===== src/design/rcd_regs.vh =====
// Register map, field positions and reset values of the reference clock divider
`ifndef RCD_REGS_VH
`define RCD_REGS_VH

// ------------------------------------------------------------
// Register byte addresses
// ------------------------------------------------------------
`define RCD_ADDR_W        4
`define RCD_ADDR_CTRL_LO  4'h0
`define RCD_ADDR_CTRL_HI  4'h4
`define RCD_ADDR_TRIM     4'h8

// ------------------------------------------------------------
// Low control register fields
// ------------------------------------------------------------
`define RCD_SEL_HI        3
`define RCD_SEL_LO        0
`define RCD_ACT_BIT       8
`define RCD_SW_BIT        9
`define RCD_SLP_BIT       11
`define RCD_OE_BIT        12
`define RCD_EN_BIT        15

// ------------------------------------------------------------
// High control and trim register fields
// ------------------------------------------------------------
`define RCD_DIV_HI        14
`define RCD_DIV_LO        0
`define RCD_TRIM_HI       15
`define RCD_TRIM_LO       7

// ------------------------------------------------------------
// Widths, reset values and bus answers
// ------------------------------------------------------------
`define RCD_SEL_W         4
`define RCD_DIV_W         15
`define RCD_TRIM_W        9
`define RCD_SRC_N         15
`define RCD_SEL_SYSCLK    4'h0
`define RCD_SEL_RST       4'h0
`define RCD_DIV_RST       15'h0000
`define RCD_TRIM_RST      9'h000
`define RCD_RESP_OKAY     2'b00
`define RCD_RESP_SLVERR   2'b10

`endif


===== src/design/rcd_ref_clock_divider.v =====
// Reference clock output divider with AXI4-Lite register access
`timescale 1ns/1ps
`include "rcd_regs.vh"
module rcd_ref_clock_divider (
    // Clock and reset
    input  wire                      core_clk,
    input  wire                      rst_b,
    // AXI4-Lite write address and data
    input  wire [`RCD_ADDR_W-1:0]    s_axi_awaddr,
    input  wire                      s_axi_awvalid,
    output wire                      s_axi_awready,
    input  wire [31:0]               s_axi_wdata,
    input  wire [3:0]                s_axi_wstrb,
    input  wire                      s_axi_wvalid,
    output wire                      s_axi_wready,
    // AXI4-Lite write response
    output reg  [1:0]                s_axi_bresp,
    output reg                       s_axi_bvalid,
    input  wire                      s_axi_bready,
    // AXI4-Lite read
    input  wire [`RCD_ADDR_W-1:0]    s_axi_araddr,
    input  wire                      s_axi_arvalid,
    output wire                      s_axi_arready,
    output reg  [31:0]               s_axi_rdata,
    output reg  [1:0]                s_axi_rresp,
    output reg                       s_axi_rvalid,
    input  wire                      s_axi_rready,
    // Clock sources 1 to 15, asynchronous levels
    input  wire [`RCD_SRC_N-1:0]     srcClkIn,
    // Power state
    input  wire                      sleepMode,
    input  wire [`RCD_SRC_N:0]       srcSleepEnabled,
    // Reference clock towards the output pin mapper
    output reg                       refclkOutputFunction,
    output reg                       refclkPinOut
);

// ------------------------------------------------------------
// Register state
// ------------------------------------------------------------
reg                       enableQ;
reg  [`RCD_SEL_W-1:0]     selQ;
reg                       sleepRunQ;
reg                       pinOeQ;
reg                       switchQ;
reg                       activeQ;
reg  [`RCD_DIV_W-1:0]     divQ;
reg  [`RCD_TRIM_W-1:0]    trimQ;

// ------------------------------------------------------------
// Bus channel state
// ------------------------------------------------------------
reg                       awHeldQ;
reg  [`RCD_ADDR_W-1:0]    awAddrQ;
reg                       wHeldQ;
reg  [31:0]               wDataQ;
reg  [3:0]                wStrbQ;

assign s_axi_awready = !awHeldQ && !s_axi_bvalid;
assign s_axi_wready  = !wHeldQ && !s_axi_bvalid;
assign s_axi_arready = !s_axi_rvalid;

wire writeGo = awHeldQ && wHeldQ && !s_axi_bvalid;
wire readGo  = s_axi_arvalid && s_axi_arready;

function mapped;
    input [`RCD_ADDR_W-1:0] a;
    begin
        mapped = (a == `RCD_ADDR_CTRL_LO) || (a == `RCD_ADDR_CTRL_HI)
              || (a == `RCD_ADDR_TRIM);
    end
endfunction

// Merge byte lanes 0 and 1 into a 16-bit register image
function [15:0] merge16;
    input [15:0] old;
    input [31:0] data;
    input [3:0]  strb;
    begin
        merge16 = { strb[1] ? data[15:8] : old[15:8],
                    strb[0] ? data[7:0]  : old[7:0] };
    end
endfunction

// ------------------------------------------------------------
// Register images
// ------------------------------------------------------------
reg [15:0] ctrlLoImage;
reg [15:0] ctrlHiImage;
reg [15:0] trimImage;

always @* begin
    ctrlLoImage = 16'h0000;
    ctrlLoImage[`RCD_EN_BIT]  = enableQ;
    ctrlLoImage[`RCD_OE_BIT]  = pinOeQ;
    ctrlLoImage[`RCD_SLP_BIT] = sleepRunQ;
    ctrlLoImage[`RCD_SW_BIT]  = switchQ;
    ctrlLoImage[`RCD_ACT_BIT] = activeQ;
    ctrlLoImage[`RCD_SEL_HI:`RCD_SEL_LO] = selQ;
    ctrlHiImage = 16'h0000;
    ctrlHiImage[`RCD_DIV_HI:`RCD_DIV_LO] = divQ;
    trimImage = 16'h0000;
    trimImage[`RCD_TRIM_HI:`RCD_TRIM_LO] = trimQ;
end

wire [15:0] loNew   = merge16(ctrlLoImage, wDataQ, wStrbQ);
wire [15:0] hiNew   = merge16(ctrlHiImage, wDataQ, wStrbQ);
wire [15:0] trimNew = merge16(trimImage, wDataQ, wStrbQ);
wire wrLo   = writeGo && (awAddrQ == `RCD_ADDR_CTRL_LO);
wire wrHi   = writeGo && (awAddrQ == `RCD_ADDR_CTRL_HI);
wire wrTrim = writeGo && (awAddrQ == `RCD_ADDR_TRIM);
wire swSet  = wrLo && loNew[`RCD_SW_BIT];

// ------------------------------------------------------------
// Source synchronisers and tick selection
// ------------------------------------------------------------
reg  [`RCD_SRC_N-1:0] srcMetaQ;
reg  [`RCD_SRC_N-1:0] srcSyncQ;
reg  [`RCD_SRC_N-1:0] srcLastQ;

always @(posedge core_clk) begin
    if (!rst_b) begin
        srcMetaQ <= {`RCD_SRC_N{1'b0}};
        srcSyncQ <= {`RCD_SRC_N{1'b0}};
        srcLastQ <= {`RCD_SRC_N{1'b0}};
    end else begin
        srcMetaQ <= srcClkIn;
        srcSyncQ <= srcMetaQ;
        srcLastQ <= srcSyncQ;
    end
end

wire [`RCD_SRC_N:0] srcLevel = {srcSyncQ, 1'b0};
wire [`RCD_SRC_N:0] srcRise  = {srcSyncQ & ~srcLastQ, 1'b1};
// System clock source ticks every cycle and follows clock switches
wire srcTick  = srcRise[selQ];
wire srcHigh  = srcLevel[selQ];
wire srcAlive = !sleepMode
             || (sleepRunQ && srcSleepEnabled[selQ]);
wire running  = activeQ && srcAlive;

// ------------------------------------------------------------
// Divider core
// ------------------------------------------------------------
reg  [`RCD_DIV_W-1:0]  divActQ;
reg  [`RCD_TRIM_W-1:0] trimActQ;
reg  [`RCD_DIV_W:0]    cntQ;
reg  [`RCD_TRIM_W-1:0] accQ;
reg                    extraQ;
reg                    outQ;

wire [`RCD_DIV_W:0]    halfTerm = {1'b0, divActQ} + {{`RCD_DIV_W{1'b0}}, extraQ};
wire [`RCD_DIV_W:0]    cntNext  = cntQ + {{`RCD_DIV_W{1'b0}}, 1'b1};
wire [`RCD_TRIM_W:0]   accSum   = {1'b0, accQ} + {1'b0, trimActQ};
wire bypass   = (divActQ == `RCD_DIV_RST);
wire halfDone = srcTick && !bypass && (cntNext >= halfTerm);
// A half period boundary, or a stopped core, is safe for new values
wire boundary = !running || (srcTick && (bypass || halfDone));
wire applyNew = switchQ && boundary;

always @(posedge core_clk) begin
    if (!rst_b) begin
        divActQ  <= `RCD_DIV_RST;
        trimActQ <= `RCD_TRIM_RST;
        cntQ     <= {(`RCD_DIV_W+1){1'b0}};
        accQ     <= `RCD_TRIM_RST;
        extraQ   <= 1'b0;
        outQ     <= 1'b0;
    end else begin
        if (applyNew) begin
            divActQ  <= divQ;
            trimActQ <= trimQ;
        end
        if (!running) begin
            cntQ <= {(`RCD_DIV_W+1){1'b0}};
            if (!activeQ) begin
                outQ   <= 1'b0;
                accQ   <= `RCD_TRIM_RST;
                extraQ <= 1'b0;
            end
        end else if (bypass) begin
            // Undivided: follow the source level each cycle, toggle on system clock
            outQ <= (selQ == `RCD_SEL_SYSCLK) ? !outQ : srcHigh;
            cntQ <= {(`RCD_DIV_W+1){1'b0}};
        end else if (srcTick) begin
            if (halfDone) begin
                outQ   <= !outQ;
                cntQ   <= {(`RCD_DIV_W+1){1'b0}};
                accQ   <= accSum[`RCD_TRIM_W-1:0];
                extraQ <= accSum[`RCD_TRIM_W];
            end else begin
                cntQ <= cntNext;
            end
        end
    end
end

// ------------------------------------------------------------
// Control registers, switch and active flags
// ------------------------------------------------------------
always @(posedge core_clk) begin
    if (!rst_b) begin
        enableQ   <= 1'b0;
        selQ      <= `RCD_SEL_RST;
        sleepRunQ <= 1'b0;
        pinOeQ    <= 1'b0;
        switchQ   <= 1'b0;
        activeQ   <= 1'b0;
        divQ      <= `RCD_DIV_RST;
        trimQ     <= `RCD_TRIM_RST;
    end else begin
        if (wrLo) begin
            enableQ   <= loNew[`RCD_EN_BIT];
            pinOeQ    <= loNew[`RCD_OE_BIT];
            sleepRunQ <= loNew[`RCD_SLP_BIT];
            selQ      <= loNew[`RCD_SEL_HI:`RCD_SEL_LO];
        end
        if (wrHi)
            divQ <= hiNew[`RCD_DIV_HI:`RCD_DIV_LO];
        if (wrTrim)
            trimQ <= trimNew[`RCD_TRIM_HI:`RCD_TRIM_LO];
        // Software set wins over the hardware clear
        if (swSet)
            switchQ <= 1'b1;
        else if (applyNew)
            switchQ <= 1'b0;
        // Stop only at output low so the last pulse is whole
        if (enableQ)
            activeQ <= 1'b1;
        else if (!outQ)
            activeQ <= 1'b0;
    end
end

// ------------------------------------------------------------
// Outputs towards the remappable pin
// ------------------------------------------------------------
always @(posedge core_clk) begin
    if (!rst_b) begin
        refclkOutputFunction <= 1'b0;
        refclkPinOut         <= 1'b0;
    end else begin
        refclkOutputFunction <= outQ && activeQ;
        refclkPinOut         <= outQ && activeQ && pinOeQ;
    end
end

// ------------------------------------------------------------
// AXI4-Lite write path
// ------------------------------------------------------------
always @(posedge core_clk) begin
    if (!rst_b) begin
        awHeldQ      <= 1'b0;
        awAddrQ      <= {`RCD_ADDR_W{1'b0}};
        wHeldQ       <= 1'b0;
        wDataQ       <= 32'h0000_0000;
        wStrbQ       <= 4'h0;
        s_axi_bvalid <= 1'b0;
        s_axi_bresp  <= `RCD_RESP_OKAY;
    end else begin
        if (s_axi_awvalid && s_axi_awready) begin
            awHeldQ <= 1'b1;
            awAddrQ <= s_axi_awaddr;
        end
        if (s_axi_wvalid && s_axi_wready) begin
            wHeldQ <= 1'b1;
            wDataQ <= s_axi_wdata;
            wStrbQ <= s_axi_wstrb;
        end
        if (writeGo) begin
            awHeldQ      <= 1'b0;
            wHeldQ       <= 1'b0;
            s_axi_bvalid <= 1'b1;
            s_axi_bresp  <= mapped(awAddrQ) ? `RCD_RESP_OKAY : `RCD_RESP_SLVERR;
        end else if (s_axi_bready) begin
            s_axi_bvalid <= 1'b0;
        end
    end
end

// ------------------------------------------------------------
// AXI4-Lite read path
// ------------------------------------------------------------
reg [15:0] readImage;

always @* begin
    case (s_axi_araddr)
        `RCD_ADDR_CTRL_LO: readImage = ctrlLoImage;
        `RCD_ADDR_CTRL_HI: readImage = ctrlHiImage;
        `RCD_ADDR_TRIM:    readImage = trimImage;
        default:           readImage = 16'h0000;
    endcase
end

always @(posedge core_clk) begin
    if (!rst_b) begin
        s_axi_rvalid <= 1'b0;
        s_axi_rdata  <= 32'h0000_0000;
        s_axi_rresp  <= `RCD_RESP_OKAY;
    end else if (readGo) begin
        s_axi_rvalid <= 1'b1;
        s_axi_rdata  <= {16'h0000, readImage};
        s_axi_rresp  <= mapped(s_axi_araddr) ? `RCD_RESP_OKAY : `RCD_RESP_SLVERR;
    end else if (s_axi_rready) begin
        s_axi_rvalid <= 1'b0;
    end
end

endmodule


===== config.mk =====
export PLATFORM = sky130hd
export DESIGN_NAME = rcd_ref_clock_divider
export DESIGN_NICKNAME = d
export VERILOG_FILES = /design/src/design/rcd_ref_clock_divider.v
export VERILOG_INCLUDE_DIRS = /design/src /design/src/design
export SDC_FILE = /design/constraint.sdc
export NUM_CORES = 1
export LEC_CHECK = 0
export ABC_AREA = 1
export BUFFER_PORTS_ARGS = -buffer_cell sky130_fd_sc_hd__buf_2
export CAP_MARGIN = 20
export CELL_PAD_IN_SITES_DETAIL_PLACEMENT = 2
export CELL_PAD_IN_SITES_GLOBAL_PLACEMENT = 2
export CORE_MARGIN = 2
export CORE_UTILIZATION = 35
export CTS_BUF_LIST = sky130_fd_sc_hd__clkbuf_16
export DETAILED_ROUTE_END_ITERATION = 6
export PLACE_DENSITY = 0.91
export SYNTH_ARGS = -nofsm -noshare
export SYNTH_HDL_FRONTEND = slang
export SYNTH_SLANG_ARGS = --single-unit
export TNS_END_PERCENT = 5

===== constraint.sdc =====
create_clock -name core_clk -period 4.8 [get_ports core_clk]
set_input_delay 0.24 -clock core_clk [delete_from_list [all_inputs] [get_ports core_clk]]
set_output_delay 0.24 -clock core_clk [all_outputs]
set_load 0.01 [all_outputs]

==> metrics.txt <==
status finished, final reports clean; I/O pin count ~130; Netlist Area Pre-Place between 8000 and 9000 sq um; vias in the first global route about 9k; vias per std cell a little over 5; WP data arrival about 4.7 ns; # rows 56; minimum clock period 4.342 ns; Placeable Area roughly 24000 sq um; die area approximately 25000 sq um; critical path class reg2reg; die height ~160 um; commonest cells after routing, fill and taps aside 238 x nand2_1, 174 x dfxtp_1, 143 x inv_1, 111 x nor2_1, 93 x a21oi_1; CTS tree done; commonest non-fill, non-tap cell in the layout nand2_1; Post-CTS Setup Bufs 0; Tcrit/Tclk final slightly above 90%; GRT Util Overall about a quarter; Register Area between 3000 and 4000 sq um; setup tns final 0 ns; final worst setup slack approximately 0.46 ns; Root Buffer clkbuf_16; RSZ-0062 raised after global routing false; Nets 1337; Final Hold Viols 0; area leader, netlist dfxtp_1; via count 8058; area of the multi-input gates between 4000 and 5000 sq um; Synth cell types between 40 and 50; number of routed nets with antenna violations 0; worst skew pair latency about 0.47 ns; Max Cap Violations 0; Mapped Avg Cell Area roughly 7.3 sq um; Final Setup Violations 0; total power draw between 0.003 and 0.004 W; GPL Wtd Cong ~0.79; share of cells above drive strength 1 approximately 14%; number of synthesized register bits roughly 180; Die W between 150 and 200 um; Overflow after GRT 0; first-pass GRT wire length between 50000 and 60000 um; drt wl/cell ~21 um; yosys warns 0; largest cells by area after synthesis dfxtp_1 42%, nand2_1 11%, inv_1 6.4%; final wirelength between 30000 and 40000 um; Worst-path clk slew approximately 0.08 ns; Max Slew Vio Count 0; PortBufs just under 90; post-synthesis sequential area ratio 41.62%; Leakage Power approximately 4.3 nW; FMAX 230.3 MHz; total clock buffers created by CTS 17; Pwr Density approximately 330 nW/um^2; DRC Markers 0; Worst setup EP type register; Worst Hold Class in2reg; H-tree depth 4; CTS Buffer Depth 2; HPWL after DPL around 20000 um; largest net degree at the start of global routing 120; Post-Synthesis Cells ~1.1k; post-placement worst setup slack 0.6781 ns; Final Skew 0.01815 ns; clk sinks between 150 and 200; Worst Max-Slew Pin Slew 0.8873 ns; DR iter-0 viols 400; Initial Util around 36%; relative slew slack roughly two fifths; ys async rst share 0%; Fill cells about 2.8k; Post-synth EDFFs 0; Worst Setup Start Kind register; antenna diode count 0; Req. time, crit path between 5 and 6 ns; Yosys top cell area share between 40% and 50%; synthesis-to-layout area growth 15.88%; largest fanout on the critical path 48; VDD IR-drop max 0.2673 mV; ys flop type dfxtp_1; First-pass DRT Iterations 4; initial antenna violation count 0
-- cells by family (layout without fill, tap and decap cells) --
family / after synthesis / count (layout) / share of synthesized area, %
flops: 175 / 175 / 41.62
compound gates: 211 / 211 / 14.24
fa+ha+maj: 29 / 29 / 4.400
simple gates: 482 / 482 / 24.81
other cells: 1 / 18 / 0.04455
xor+xnor: 32 / 32 / 3.330
buf+inv: 219 / 291 / 11.55
-- registers in the layout (all words and copies together) (netlist names), 4 cells and up --
register	cells
awAddrQ	4
s_axi_rdata	16
selQ	4
cntQ	16
divActQ	15
wDataQ	16
srcLastQ	15
srcSyncQ	15
srcMetaQ	15
trimQ	9
accQ	9
divQ	15
trimActQ	9
-- metal layers --
layer | vias up | part of all wire [%] | track usage, %
li1 | 3788 | - | -
met1 | 4008 | 40 | 29.52
met2 | 193 | 54 | 49.98
met3 | 69 | 3.3 | 4.428
met4 | 0 | 3.3 | 10.50
met5 | - | 0 | 0
-- critical path: stages, from the launching register on --
cell     delay, ns
dfxtp_1       0.45
ha_1          0.23
nand3_1       0.13
nor3_2        0.20
nand2_1       0.12
nor3_1        0.31
nand2_1       0.09
nor2_1        0.21
nand3_1       0.20
nor2_1        0.17
nand2_1       0.09
ha_1          0.31
nand2_1       0.12
nor3_1        0.31
nand3_1       0.11
nand3_1       0.15
o21ai_2       0.10
nand2_4       0.51
nand3_1       0.19
nand2_1       0.14
nor2_1        0.06
-- per-stage QoR --
stage / std cells / hold slack [ns] / cell area (sq um) / utilization [%]
5_1_grt: 1557 / 0.02437 / 9753 / 41.43
3_5_place_dp: 1509 / 0.4078 / 8947 / 38.00
3_3_place_gp: 1509 / 0.3942 / 8947 / 38.00
6_report: 1557 / 0.03045 / 9753 / 41.43
4_1_cts: 1555 / 0.01559 / 9701 / 41.20
2_1_floorplan: 1166 / 0.3376 / 8481 / -
-- final cells by class --
cell class,instances,area share (%)
clock buffers,17,4.362
inverters,152,5.901
flip-flops and latches,175,35.93
repair buffers,107,6.671
well taps,319,4.092
multi-input cells,772,41.12
clock inverters,15,1.924
-- cells in the mapped netlist (2+ instances only) --
library cell	count
nand3b_1	4
nand3_1	86
inv_2	5
buf_2	5
inv_1	143
a21oi_2	27
nor3_2	3
buf_6	8
nor3_1	12
nand2_4	2
clkbuf_1	24
xor2_1	25
o21ai_0	68
nor3b_1	2
buf_1	9
dfxtp_1	175
nand4_1	10
a21oi_1	93
ha_1	28
nor2_2	2
nand2_2	5
xnor2_1	7
o21bai_1	2
nand3_2	2
nor2_1	111
o22ai_1	12
clkinv_1	3
buf_4	21
nand2_1	238
-- path summary, 6_finish.rpt --
kind	start	depth (start not counted)	slack, ns	to
max	extraQ	20	0.46	divActQ[8]
min	s_axi_awaddr[0]	3	0.03	awAddrQ[0]
max reg2reg	extraQ	20	0.46	divActQ[8]
min reg2reg	srcMetaQ[10]	2	0.44	srcSyncQ[10]
-- what timing repair did --
item	CTS	global route
resized for setup	0	1
endpoints found under the setup margin	0	1
hold buffers	14	0
endpoints found under the hold margin	14	0
-- where the power goes --
part	leakage (nW)	switching [W]	total, W	internal (W)
Combinational	2.56	0.000149	0.000221	0.0000724
Sequential	1.42	0.0000378	0.00153	0.00149
Clock	0.294	0.000774	0.00149	0.000712
Note: power is estimated with default switching activity, not from simulation.
